===== config.mk =====
export PLATFORM = sky130hd
export DESIGN_NAME = spdp_device_flat
export DESIGN_NICKNAME = d
export VERILOG_FILES = /design/src/hdl/spdp_pkg.sv /design/src/hdl/spdp_if.sv /design/src/hdl/spdp_device.sv /design/src/flat_wrapper.sv
export SDC_FILE = /design/constraint.sdc
export NUM_CORES = 1
export LEC_CHECK = 0
export BUFFER_PORTS_ARGS = -buffer_cell sky130_fd_sc_hd__buf_2
export CORE_AREA = 2 2 217 219
export CTS_CLUSTER_DIAMETER = 200
export DETAILED_ROUTE_END_ITERATION = 12
export DIE_AREA = 0 0 219 221
export PLACE_DENSITY_LB_ADDON = 0.3
export SLEW_MARGIN = 20
export SYNTH_ARGS = -nofsm -noshare
export SYNTH_HDL_FRONTEND = slang
export SYNTH_SLANG_ARGS = --single-unit

===== constraint.sdc =====
create_clock -name ref_clk_i -period 3.35 [get_ports ref_clk_i]
set_clock_uncertainty 0.1 [all_clocks]
set_input_delay 0.5025 -clock ref_clk_i [delete_from_list [all_inputs] [get_ports ref_clk_i]]
set_output_delay 0.5025 -clock ref_clk_i [all_outputs]
set_load 0.02 [all_outputs]

===== src/hdl/spdp_pkg.sv =====
`default_nettype none
package spdp_pkg;
	// Command opcodes.
	localparam logic [7:0] OP_DISABLE_PW  = 8'hf6;
	localparam logic [7:0] OP_ERASE_PREP  = 8'hf3;
	localparam logic [7:0] OP_ERASE_UNIT  = 8'hf4;
	localparam logic [7:0] OP_SET_PW      = 8'hf1;
	localparam logic [7:0] OP_UNLOCK      = 8'hf2;
	// Sector layout in 16-bit words.
	localparam int         SECTOR_WORDS   = 256;
	localparam int         PW_FIRST_WORD  = 1;
	localparam int         PW_LAST_WORD   = 16;
	localparam int         PW_WORDS       = 16;
	localparam int         SEL_BIT        = 0;
	localparam logic [8:0] LAST_WORD_IDX  = 9'h0ff;
	// Error byte layout.
	localparam int         ERR_ABORT_BIT  = 2;
	localparam logic [7:0] ERR_ABORT      = 8'h04;
	localparam logic [7:0] ERR_NONE       = 8'h00;
	// Status byte layout: busy, ready, seek complete, data request, error.
	localparam logic [7:0] STS_RDY_DSC    = 8'h50;
	localparam logic [7:0] STS_ERR        = 8'h01;
	localparam logic [7:0] STS_DRQ        = 8'h08;
	localparam logic [7:0] STS_BSY        = 8'h80;
endpackage
`default_nettype wire


===== src/hdl/spdp_if.sv =====
`default_nettype none
interface spdp_if;
	logic        cmd_valid;
	logic [7:0]  cmd_code;
	logic        data_req;
	logic        data_valid;
	logic [15:0] data_word;
	logic        done;
	logic [7:0]  status;
	logic [7:0]  error;
	logic        busy;

	modport dev  (input cmd_valid, cmd_code, data_valid, data_word,
		output data_req, done, status, error, busy);
	modport host (output cmd_valid, cmd_code, data_valid, data_word,
		input data_req, done, status, error, busy);
endinterface
`default_nettype wire


===== src/hdl/spdp_device.sv =====
`default_nettype none
module spdp_device #(
	parameter int PW_BITS = 256
) (
	input  wire logic               ref_clk_i,
	input  wire logic               srst_i,
	spdp_if.dev                     link,
	input  wire logic               lock_enabled_i,
	input  wire logic               frozen_i,
	input  wire logic [PW_BITS-1:0] user_pw_i,
	input  wire logic [PW_BITS-1:0] master_pw_i,
	output logic                    lock_clear_o,
	output logic                    erase_start_o,
	output logic                    prepared_o
);
	typedef enum logic [1:0] {
		SPDP_IDLE = 2'b00,
		SPDP_XFER = 2'b01,
		SPDP_CHK  = 2'b10,
		SPDP_DONE = 2'b11
	} spdp_state_t;

	spdp_state_t          state_reg, state_next;
	logic [8:0]           idx_reg, idx_next;
	logic                 sel_reg, sel_next;
	logic [PW_BITS-1:0]   pw_reg, pw_next;
	logic                 armed_reg, armed_next;
	logic                 done_reg, done_next;
	logic [7:0]           status_reg, status_next;
	logic [7:0]           error_reg, error_next;
	logic                 clr_reg, clr_next;
	logic                 erase_reg, erase_next;
	logic                 req_reg, req_next;
	logic                 busy_reg, busy_next;

	// Finish a command: set ending status, aborted or good.
	function automatic logic [15:0] spdp_end(input logic abort);
		spdp_end = abort ? {spdp_pkg::STS_RDY_DSC | spdp_pkg::STS_ERR, spdp_pkg::ERR_ABORT}
			: {spdp_pkg::STS_RDY_DSC, spdp_pkg::ERR_NONE};
	endfunction

	// Next-state logic. The password is kept as plain flops because one sector is small.
	always_comb
	begin
		state_next  = state_reg;
		idx_next    = idx_reg;
		sel_next    = sel_reg;
		pw_next     = pw_reg;
		armed_next  = armed_reg;
		done_next   = 1'b0;
		status_next = status_reg;
		error_next  = error_reg;
		clr_next    = 1'b0;
		erase_next  = 1'b0;
		case (state_reg)
			SPDP_IDLE:
			begin
				if (link.cmd_valid)
				begin
					armed_next = 1'b0;
					case (link.cmd_code)
						spdp_pkg::OP_DISABLE_PW:
						begin
							if (frozen_i)
							begin
								{status_next, error_next} = spdp_end(1'b1);
								state_next = SPDP_DONE;
							end
							else
							begin
								idx_next    = '0;
								status_next = spdp_pkg::STS_RDY_DSC | spdp_pkg::STS_DRQ;
								error_next  = spdp_pkg::ERR_NONE;
								state_next  = SPDP_XFER;
							end
						end
						spdp_pkg::OP_ERASE_PREP:
						begin
							armed_next = !frozen_i;
							{status_next, error_next} = spdp_end(frozen_i);
							state_next = SPDP_DONE;
						end
						spdp_pkg::OP_ERASE_UNIT:
						begin
							// Only the ordering gate lives here; the erase engine is elsewhere.
							erase_next = armed_reg && !frozen_i;
							{status_next, error_next} = spdp_end(!armed_reg || frozen_i);
							state_next = SPDP_DONE;
						end
						default:
						begin
							{status_next, error_next} = spdp_end(1'b1);
							state_next = SPDP_DONE;
						end
					endcase
				end
			end
			SPDP_XFER:
			begin
				if (link.data_valid)
				begin
					// Word 0 is control, words 1..16 password, the rest ignored.
					if (idx_reg == 9'h000)
						sel_next = link.data_word[spdp_pkg::SEL_BIT];
					else if (idx_reg <= 9'(spdp_pkg::PW_LAST_WORD))
						pw_next = {link.data_word, pw_reg[PW_BITS-1:16]};
					idx_next = idx_reg + 9'h001;
					if (idx_reg == spdp_pkg::LAST_WORD_IDX)
					begin
						status_next = spdp_pkg::STS_BSY;
						state_next  = SPDP_CHK;
					end
				end
			end
			SPDP_CHK:
			begin
				// Only the selected password is compared; master is only read.
				if (!lock_enabled_i && !sel_reg)
					{status_next, error_next} = spdp_end(1'b1);
				else if (pw_reg == (sel_reg ? master_pw_i : user_pw_i))
				begin
					clr_next = 1'b1;
					{status_next, error_next} = spdp_end(1'b0);
				end
				else
					{status_next, error_next} = spdp_end(1'b1);
				state_next = SPDP_DONE;
			end
			SPDP_DONE:
			begin
				done_next  = 1'b1;
				state_next = SPDP_IDLE;
			end
			default: state_next = SPDP_IDLE;
		endcase
		// Handshake levels follow the next state so that they leave straight from flops.
		req_next  = state_next == SPDP_XFER;
		busy_next = state_next != SPDP_IDLE;
	end

	// Registers.
	always_ff @(posedge ref_clk_i)
	begin
		if (srst_i)
		begin
			req_reg    <= 1'b0;
			busy_reg   <= 1'b0;
			state_reg  <= SPDP_IDLE;
			idx_reg    <= '0;
			sel_reg    <= 1'b0;
			pw_reg     <= '0;
			armed_reg  <= 1'b0;
			done_reg   <= 1'b0;
			status_reg <= spdp_pkg::STS_RDY_DSC;
			error_reg  <= spdp_pkg::ERR_NONE;
			clr_reg    <= 1'b0;
			erase_reg  <= 1'b0;
		end
		else
		begin
			req_reg    <= req_next;
			busy_reg   <= busy_next;
			state_reg  <= state_next;
			idx_reg    <= idx_next;
			sel_reg    <= sel_next;
			pw_reg     <= pw_next;
			armed_reg  <= armed_next;
			done_reg   <= done_next;
			status_reg <= status_next;
			error_reg  <= error_next;
			clr_reg    <= clr_next;
			erase_reg  <= erase_next;
		end
	end

	// Every output is taken straight from a flop, so the host never sees decode glitches.
	assign link.data_req = req_reg;
	assign link.busy     = busy_reg;
	assign link.done     = done_reg;
	assign link.status   = status_reg;
	assign link.error    = error_reg;
	assign lock_clear_o  = clr_reg;
	assign erase_start_o = erase_reg;
	assign prepared_o    = armed_reg;
endmodule
`default_nettype wire


===== src/flat_wrapper.sv =====
// flat-port wrapper written by rule: the top's interface ports become plain ports
module spdp_device_flat 
#(
	parameter int PW_BITS = 256
)
  (ref_clk_i, srst_i, lock_enabled_i, frozen_i, user_pw_i, master_pw_i, lock_clear_o, erase_start_o, prepared_o, link_cmd_valid, link_cmd_code, link_data_valid, link_data_word, link_data_req, link_done, link_status, link_error, link_busy);
  spdp_if link_i ();
  input  wire logic ref_clk_i;
  input  wire logic srst_i;
  input  wire logic lock_enabled_i;
  input  wire logic frozen_i;
  input  wire logic [PW_BITS-1:0] user_pw_i;
  input  wire logic [PW_BITS-1:0] master_pw_i;
  output logic lock_clear_o;
  output logic erase_start_o;
  output logic prepared_o;
  input wire logic [$bits(link_i.cmd_valid)-1:0] link_cmd_valid;
  input wire logic [$bits(link_i.cmd_code)-1:0] link_cmd_code;
  input wire logic [$bits(link_i.data_valid)-1:0] link_data_valid;
  input wire logic [$bits(link_i.data_word)-1:0] link_data_word;
  output wire logic [$bits(link_i.data_req)-1:0] link_data_req;
  output wire logic [$bits(link_i.done)-1:0] link_done;
  output wire logic [$bits(link_i.status)-1:0] link_status;
  output wire logic [$bits(link_i.error)-1:0] link_error;
  output wire logic [$bits(link_i.busy)-1:0] link_busy;
  assign link_i.cmd_valid = link_cmd_valid;
  assign link_i.cmd_code = link_cmd_code;
  assign link_i.data_valid = link_data_valid;
  assign link_i.data_word = link_data_word;
  assign link_data_req = link_i.data_req;
  assign link_done = link_i.done;
  assign link_status = link_i.status;
  assign link_error = link_i.error;
  assign link_busy = link_i.busy;
  spdp_device #(.PW_BITS(PW_BITS)) u_core (.ref_clk_i(ref_clk_i), .srst_i(srst_i), .link(link_i), .lock_enabled_i(lock_enabled_i), .frozen_i(frozen_i), .user_pw_i(user_pw_i), .master_pw_i(master_pw_i), .lock_clear_o(lock_clear_o), .erase_start_o(erase_start_o), .prepared_o(prepared_o));
endmodule

# After elaboration in Yosys (flattened, before gate mapping)
# Index checks and enable logic that the tools add are counted.
dict set report classes {
  addsub 1
  n_lt_le_gt_ge 1
  eq_ne 14
  mux 31
  bitwise_logic 5
  reduce_logical 21
}
# operator n
set ops {}
lappend ops {{$eq A256 B256 Y1} 1}
lappend ops {{$mux W256} 1}
lappend ops {{$pmux W8 S3} 3}
lappend ops {{$mux W9} 6}
lappend ops {{$mux W8} 6}
lappend ops {{$eq A8 B8 Y1 const B} 3}
lappend ops {{$pmux W9 S2} 1}
lappend ops {{$pmux W8 S2} 1}
lappend ops {{$mux W2} 5}
lappend ops {{$add A9 B1 Y9 const B} 1}
lappend ops {{$eq A9 B8 Y1 const B} 1}
lappend ops {{$le A9 B5 Y1 const B} 1}
lappend ops {{$logic_not A9 Y1} 1}
lappend ops {{$ne A2 B2 Y1 const B} 4}
lappend ops {{$pmux W2 S4} 1}
lappend ops {{$reduce_and A4 Y1} 2}
lappend ops {{$mux W3} 2}
lappend ops {{$reduce_bool A2 Y1} 3}
lappend ops {{$not A1 Y1} 5}
lappend ops {{$reduce_and A5 Y1} 1}
lappend ops {{$eq A2 B1 Y1 const B} 2}
lappend ops {{$eq A2 B2 Y1 const B} 2}
lappend ops {{$logic_not A1 Y1} 4}
lappend ops {{$mux W1} 4}
lappend ops {{other kinds (10)} 12}
dict set report word_totals {
  reg_bits 290
  input_bits 542
  output_inout_bits 22
}

# Depth between registers and ports, before layout
# Gate-level depths: netlist of the first run.
dict set report logic_depth {
  ltp_word 6
  ltp_mapped 13
  mapped_depth_nobuf 10
}

# Worst setup path after synthesis of the first run
# Ideal clock, no wire load.
dict set report synth_timing {
  kind {reg2reg}
  start {reg u_core.sel_reg}
  end {reg u_core.error_reg[2] (netlist: u_core.link.error[2])}
  setup_ns 0.120
  t_arrival_ns 2.600
  setup_slack_ns 0.531
  path_stages_with_launch 10
  cell_sequence {dfxtp_1 buf_6 mux2i_1 o22ai_1 or4_1 or4_1 nor4_1 inv_1 or3_1 o31a_1}
}
dict set report synth_between {
  elab_chain_len 5
}
# item line
set synth_rtl {}
lappend synth_rtl {{start: declaration} spdp_device.sv:25} ;# logic sel_reg, sel_next;
lappend synth_rtl {{start signal: assignment} spdp_device.sv:165} ;# sel_reg <= sel_next;
lappend synth_rtl {{$mux W256} spdp_device.sv:120} ;# else if (pw_reg == (sel_reg ? master_pw_i : user_pw_i))
lappend synth_rtl {{$eq A256 B256 Y1} spdp_device.sv:120}
lappend synth_rtl {{$mux W3} spdp_device.sv:120}
lappend synth_rtl {{$mux W8 *} spdp_device.sv:118} ;# if (!lock_enabled_i && !sel_reg)
lappend synth_rtl {{$pmux W8 S2 *} spdp_device.sv:55} ;# case (state_reg)
lappend synth_rtl {{end signal: assignment} spdp_device.sv:155} ;# error_reg <= spdp_pkg::ERR_NONE;
lappend synth_rtl {{end signal: assignment} spdp_device.sv:170} ;# error_reg <= error_next;
lappend synth_rtl {{end: declaration} spdp_device.sv:30} ;# logic [7:0] error_reg, error_next;
# Every way passes the cells marked *; elsewhere a longest branch is shown, timed or not.
# A chain may end at the register's enable or synchronous reset.

# Worst setup path in the final report of the first run
# Ends and elaborated chain as after synthesis.

==> results.sh, run 1 <==
export IMPL_status="finished with violations"
export IMPL_violations="negative setup slack"
export IMPL_crit_path_start_kind="flop"
export IMPL_grt_pass1_wl_um=121000
export IMPL_min_to="u_core.pw_reg[241]"
export IMPL_drc=0
export IMPL_powerDensity_nw_per_um2=456
export IMPL_grt_util_met2_pct=57.2
export IMPL_clkSinkCount=279
export IMPL_postPlaceCellArea_um2=19900
export IMPL_rr_worst_depth=10
export IMPL_synth_edf_count=0
export IMPL_synth_area_leaders="dfxtp_1, mux2i_1, nand2_1"
export IMPL_rsz0062_at_grt="true"
export IMPL_worstMarginPinSlew_ns=0.835
export IMPL_core_area_um2=46100
export IMPL_pwr_share_comb_pct=28.2
export IMPL_n_antenna_cell=0
export IMPL_synthAdderAreaFrac_pct=0.650
export IMPL_met3_usage_pct=4.45
export IMPL_first_pass_iters=7
export IMPL_grt_use_met1_pct=47.1
export IMPL_hold_depth=3
export IMPL_clkPwrFrac_pct=37.4
export IMPL_muxShareOfSynthArea_pct=16.8
export IMPL_period_needed_ns=3.40
export IMPL_async_flop_share_pct=0
export IMPL_synth_compound_area_share_pct=16.5
export IMPL_clockBufferDepth=3
export IMPL_final_area_um2=22000
export IMPL_vias=17600
export IMPL_power_frac_seq_pct=34.3
export IMPL_reg2reg_from="u_core.sel_reg"
export IMPL_slew_headroom_pct=43.9
export IMPL_place_hpwl_um=72400
export IMPL_internal_power_mw=6.77
export IMPL_path_clk_slew_ns=0.06
export IMPL_synth_top_area_cell="dfxtp_1"
export IMPL_setup_ws_ns=-0.0453
export IMPL_cts_buffers=35
export IMPL_vias_per_cell=5.48
export IMPL_area_growth_pct=43.1
export IMPL_switching_share_pct=32.6
export IMPL_initial_core_util_pct=33.4
export IMPL_crit_type="reg2reg"
export IMPL_top_usage_layer="met2"
export IMPL_hold_viol_final=0
export IMPL_finalNetCount=3137
export IMPL_ys_types=45
export IMPL_slew_viol_final=0
export IMPL_place_worst_setup_slack_ns=-0.894
export IMPL_cts_tree="yes"
export IMPL_ctsHtreeMaxLevel=2
export IMPL_r2r_slack_ns=-0.05
export IMPL_hold_start="link_data_word[1]"
export IMPL_ios=564
export IMPL_synth_top_family_by_area="simple AND/OR/NAND/NOR gates"
export IMPL_required_ns=3.71
export IMPL_overflow=0
export IMPL_fp_row_count=79
export IMPL_power_leakage_nw=8.20
export IMPL_hold_buffers=0
export IMPL_antenna_found_initial=1
export IMPL_worstSetupStartpoint="u_core.sel_reg"
export IMPL_power_total_mw=10.0
export IMPL_cp_slowest_cell="mux2i_1"
export IMPL_crit_reg2reg_capture="u_core.link.error[2]"
export IMPL_grtUsageTotal_pct=35.2
export IMPL_setup_tns_final_ns=-0.0453
export IMPL_grt_max_degree=139
export IMPL_cp_max_fo=11
export IMPL_slowest_delay_ns=0.56
export IMPL_syn_area_per_cell_um2=8.06
export IMPL_synth_seq_cells=279
export IMPL_first_iter_violations=1464
export IMPL_insertion_delay_ns=0.56
export IMPL_postRouteAntennaNets=0
export IMPL_hold_ws_ns=0.0766
export IMPL_fin_crit_sh_pct=101
export IMPL_worstPathCellList="buf_12, buf_4, mux2i_1, o22ai_1, a211oi_1, nand3_1, nor4_1, nand4_1, or3_4, o31a_1"
export IMPL_wirelength_um=88500
export IMPL_yosys_most_used_dff="dfxtp_1"
export IMPL_gp_congestion=1.05
export IMPL_largest_register_ffs=256
export IMPL_yosysSeqAreaShare_pct=36.3
export IMPL_dieWidth_um=219
export IMPL_synth_cells=1911
export IMPL_drive_gt1_share_pct=36.0
export IMPL_clock_fmax_mhz=295
export IMPL_wire_per_inst_um=27.5
export IMPL_grt_pass1_vias=17100
export IMPL_power_switching_mw=3.28
export IMPL_worst_ep_arrival_time_ns=3.75
export IMPL_synth_xor_area_share_pct=6.88
export IMPL_endpoint_kind="flop"
export IMPL_ir_drop_v=0.000327
export IMPL_setup_violations=1
export IMPL_synth_top_area_share_pct=36.3
export IMPL_dieArea_um2=48400
export IMPL_synth_simple_area_share_pct=18.0
export IMPL_maxCapViolations=0
export IMPL_portBuffers=553
export IMPL_root_buffer="clkbuf_16"
export IMPL_hold_path_class="in2reg"
export IMPL_synth_area_um2=15400
export IMPL_die_h_um=221
export IMPL_synth_warning_count=0
## critical path: cells and delay by family, from the launching register on
family	cells	cell delay, ns
and+or+nand+nor	4	1.09
AOI/OAI and AO/OA	3	0.65
muxes	1	0.56
buffers and inverters	2	0.43
DFF	1	0.44
## synthesized netlist by cell type, types with 2 or more instances
cell type and n:
or4_1 2, nor2_1 41, inv_1 16, or3_1 6, a221oi_1 27, a22o_1 7
nand2_1 531, nor2b_1 5, nor4_1 38, and2_1 3, buf_6 11, o21ai_0 6
o211ai_1 2, a211oi_1 16, mux2i_1 258, xnor2_1 96, clkbuf_1 89, dfxtp_1 279
nor3_1 6, nand4_1 30, a2bb2oi_1 6, xor2_1 25, ha_1 8, buf_4 29
o22ai_1 42, o2bb2ai_1 32, nand3_1 8, a21oi_1 268, a22oi_1 8
## cell type report
| type | instances | area (um2) |
|---|---|---|
| inverters | 16 | 60.1 |
| flip-flops and latches | 279 | 5590 |
| clock inverters | 10 | 121 |
| repair buffers | 760 | 4600 |
| well taps | 607 | 759 |
| multi-input cells | 1495 | 9910 |
| fillers | 4554 | 24000 |
| clock buffers | 49 | 988 |
## through the flow
step           cells  utilization [%]
2_1_floorplan   1920                -
3_3_place_gp    3147             43.3
3_5_place_dp    3147             43.3
4_1_cts         3216             47.2
5_1_grt         3216             47.8
6_report        3216             47.8
## power groups by stage
stage / combinational (mW) / sequential (mW) / clock (mW)
2_1_floorplan: 1.26 / 3.53 / 0
3_3_place_gp: 2.52 / 3.52 / 0
3_5_place_dp: 2.52 / 3.52 / 0
4_1_cts: 2.73 / 3.45 / 3.80
5_1_grt: 2.97 / 3.45 / 3.93
6_report: 2.84 / 3.45 / 3.76
## per-layer routing
layer / part of all wire (%) / routed length, um / vias to the layer above
met5: 0.011 / 10 / -
met4: 4.3 / 3770 / 2
met3: 6.8 / 6060 / 138
met2: 46 / 40800 / 905
met1: 43 / 37900 / 8521
li1: - / - / 8044
## logic make-up (layout without fill, tap and decap cells)
family | Yosys count | after routing
adders and majority gates | 8 | 8
other | 1 | 10
DFF | 279 | 279
muxes | 259 | 259
AOI/OAI and AO/OA | 423 | 423
xor gates and xnor gates | 121 | 121
buffers and inverters | 146 | 835
and+or+nand+nor | 674 | 674
## how the worst max path moves through the flow
stage | slack (ns) | depth (start not counted) | endpoint
global route | -0.13 | 12 | u_core.link.error[2]
CTS | 0.0002 | 13 | u_core.link.error[2]
detailed placement | -0.89 | 11 | u_core.link.error[2]
global placement | -0.88 | 12 | u_core.link.status[0]
finish | -0.05 | 10 | u_core.link.error[2]
floorplan | 0.53 | 9 | u_core.link.error[2]
## cell usage in the layout (no fill, tap or decap), types with 5 or more instances in the layout
master	n
a221oi_1	20
a211oi_1	14
nand4_1	30
a221oi_2	6
nor2b_1	5
buf_4	181
o21ai_0	6
mux2i_1	180
mux2i_4	23
a2bb2oi_1	5
nor3_1	5
inv_1	15
ha_1	8
a22o_1	6
nand2_1	529
nor2_1	41
clkbuf_16	35
a21oi_1	268
buf_6	8
a22oi_1	8
o22ai_1	42
or3_1	5
xnor2_1	92
conb_1	10
buf_12	13
nand3_1	8
dfxtp_1	278
o2bb2ai_1	26
buf_2	552
mux2i_2	55
clkbuf_8	7
nor4_2	15
xor2_1	25
nor4_1	20
clkbuf_1	8
o2bb2ai_2	6
## timing repair
action | 4_1_cts | 5_1_grt
setup endpoints to repair | 3 | 3
pin swaps | 15 | 12
buffers inserted | 8 | 0
cloned | 2 | 0
resized for setup | 113 | 55
Note: power is estimated with default switching activity, not from simulation.
==> run 2: changes to the inputs <==
Settings changed: PLACE_DENSITY_LB_ADDON 0.3 to unset.
==> run 2 against run 1 <==
The flow still finishes with violations (negative setup slack); total power shrank 1.4%; flip-flop and latch count is the same; sequential share of layout area grew 0.052 points; clock power shrank 4%; count of clock-buffer cells in the layout shrank 2; largest power group unchanged.
==> results.sh, run 2 (synthesis gave the netlist of run 1 again) <==
export IMPL_setup_tns_final_ns=-0.0655
export IMPL_cp_slowest_cell="nor4_2"
export IMPL_clock_fmax_mhz=293
export IMPL_drc=0
export IMPL_initial_core_util_pct=33.4
export IMPL_core_area_um2=46100
export IMPL_largest_register_ffs=256
export IMPL_first_pass_iters=5
export IMPL_power_switching_mw=3.17
export IMPL_cp_max_fo=8
export IMPL_ctsHtreeMaxLevel=2
export IMPL_fin_util_pct=47.7
export IMPL_period_needed_ns=3.41
export IMPL_worst_ep_arrival_time_ns=3.73
export IMPL_ios=564
export IMPL_wl_met2_um=40500
export IMPL_overflow=0
export IMPL_hold_viol_final=0
export IMPL_pwr_share_comb_pct=28.6
export IMPL_die_h_um=221
export IMPL_antenna_found_initial=2
export IMPL_required_ns=3.67
export IMPL_crit_path_start_kind="flop"
export IMPL_area_growth_pct=42.8
export IMPL_slew_viol_final=0
export IMPL_setup_violations=2
export IMPL_maxCapViolations=0
export IMPL_dieArea_um2=48400
export IMPL_grt_max_degree=143
export IMPL_finalNetCount=3138
export IMPL_vias=17600
export IMPL_place_hpwl_um=72800
export IMPL_powerDensity_nw_per_um2=451
export IMPL_final_common_cell="buf_2"
export IMPL_setup_ws_ns=-0.0614
export IMPL_fp_row_count=79
export IMPL_hold_ws_ns=0.111
export IMPL_clockBufferDepth=3
export IMPL_cts_tree="yes"
export IMPL_vias_per_cell=5.47
export IMPL_worstPathCellList="buf_12, buf_8, buf_12, mux2i_4, xnor2_1, nor4_2, buf_4, nand4_1, nor4_2, nand4_1, or3_4, o31a_1"
export IMPL_hold_path_class="in2reg"
export IMPL_grt_pass1_wl_um=121000
export IMPL_critical_path_top_delay_family="simple AND/OR/NAND/NOR gates"
export IMPL_crit_type="reg2reg"
export IMPL_slew_headroom_pct=40.0
export IMPL_clkSinkCount=279
export IMPL_clkPwrFrac_pct=36.5
export IMPL_status="finished with violations"
export IMPL_grt_pass1_vias=16900
export IMPL_endpoint_kind="flop"
export IMPL_route_met3_wl_um=6950
export IMPL_slowest_delay_ns=0.49
export IMPL_gp_congestion=1.09
export IMPL_wire_per_inst_um=27.5
export IMPL_power_frac_seq_pct=34.8
export IMPL_violations="negative setup slack"
export IMPL_first_iter_violations=1805
export IMPL_root_buffer="clkbuf_16"
export IMPL_postRouteAntennaNets=0
export IMPL_most_common_layout_cells="buf_2, nand2_1, dfxtp_1"
export IMPL_cp_num_buf_inv=4
export IMPL_insertion_delay_ns=0.53
export IMPL_dieWidth_um=219
export IMPL_cts_buffers=35
export IMPL_worstMarginPinSlew_ns=0.893
export IMPL_place_worst_setup_slack_ns=-0.532
export IMPL_power_leakage_nw=8.18
export IMPL_rsz0062_at_grt="true"
export IMPL_internal_power_mw=6.73
export IMPL_path_clk_slew_ns=0.06
export IMPL_ir_drop_v=0.000298
export IMPL_wirelength_um=88300
export IMPL_wl_met1_um=36400
export IMPL_grtUsageTotal_pct=35.1
export IMPL_drive_gt1_share_pct=35.6
export IMPL_switching_share_pct=32.0
export IMPL_portBuffers=553
export IMPL_fin_crit_sh_pct=102
export IMPL_dr_max_layer_used="met5"
export IMPL_hold_buffers=0
-- run 2: power by group through the flow --
stage               Sequential, mW  Combinational (mW)  Clock, mW
floorplan                     3.53                1.26          0
global placement              3.52                2.53          0
detailed placement            3.52                2.54          0
CTS                           3.45                2.69       3.64
global route                  3.46                2.96       3.78
finish                        3.45                2.84       3.62
-- run 2: repair_timing --
| item | in CTS | in global routing |
|---|---|---|
| setup buffers | 7 | 2 |
| pin swaps | 10 | 7 |
| resized for setup | 86 | 80 |
| cloned | 1 | 1 |
| setup endpoints to repair | 3 | 3 |
-- run 2: worst paths after layout --
check / start / end / slack [ns] / cells after the start
worst max-delay path: u_core.sel_reg / u_core.link.error[2] / -0.06 / 12
worst min-delay path: link_data_word[13] / u_core.pw_reg[253] / 0.11 / 3
worst max register to register: u_core.sel_reg / u_core.link.error[2] / -0.06 / 12
worst min register to register: u_core.pw_reg[1] / u_core.pw_reg[1] / 0.37 / 2
-- run 2: layout make-up --
cell class                      instances  area, um2
Inverter                               16       60.1
Multi-Input combinational cell       1495       9910
Tap cell                              607        759
Clock inverter                          4       48.8
Clock buffer                           47        991
Antenna cell                            1       2.50
Timing Repair Buffer                  761       4610
Sequential cell                       279       5590
Fill cell                            4564      24100
-- run 2: stage by stage --
stage / instance area, um2 / power [mW] / std cells
4_1_cts: 21500 / 9.79 / 3207
3_5_place_dp: 20000 / 6.06 / 3148
2_1_floorplan: 15400 / 4.78 / 1920
5_1_grt: 22000 / 10.2 / 3209
6_report: 22000 / 9.91 / 3210
3_3_place_gp: 20000 / 6.05 / 3148
-- run 2: worst reg2reg max path, stage by stage, from the launching register on --
cell and delay, ns:
dfxtp_4 0.46, buf_12 0.22, buf_8 0.16, buf_12 0.15, mux2i_4 0.24, xnor2_1 0.09
nor4_2 0.49, buf_4 0.22, nand4_1 0.11, nor4_2 0.17, nand4_1 0.26, or3_4 0.41
o31a_1 0.24
-- run 2: layer usage --
layer | up-vias | track usage (%)
met5 | - | 0
met4 | 2 | 14.4
met3 | 177 | 5.26
met2 | 946 | 57.4
met1 | 8417 | 46.1
li1 | 8032 | -
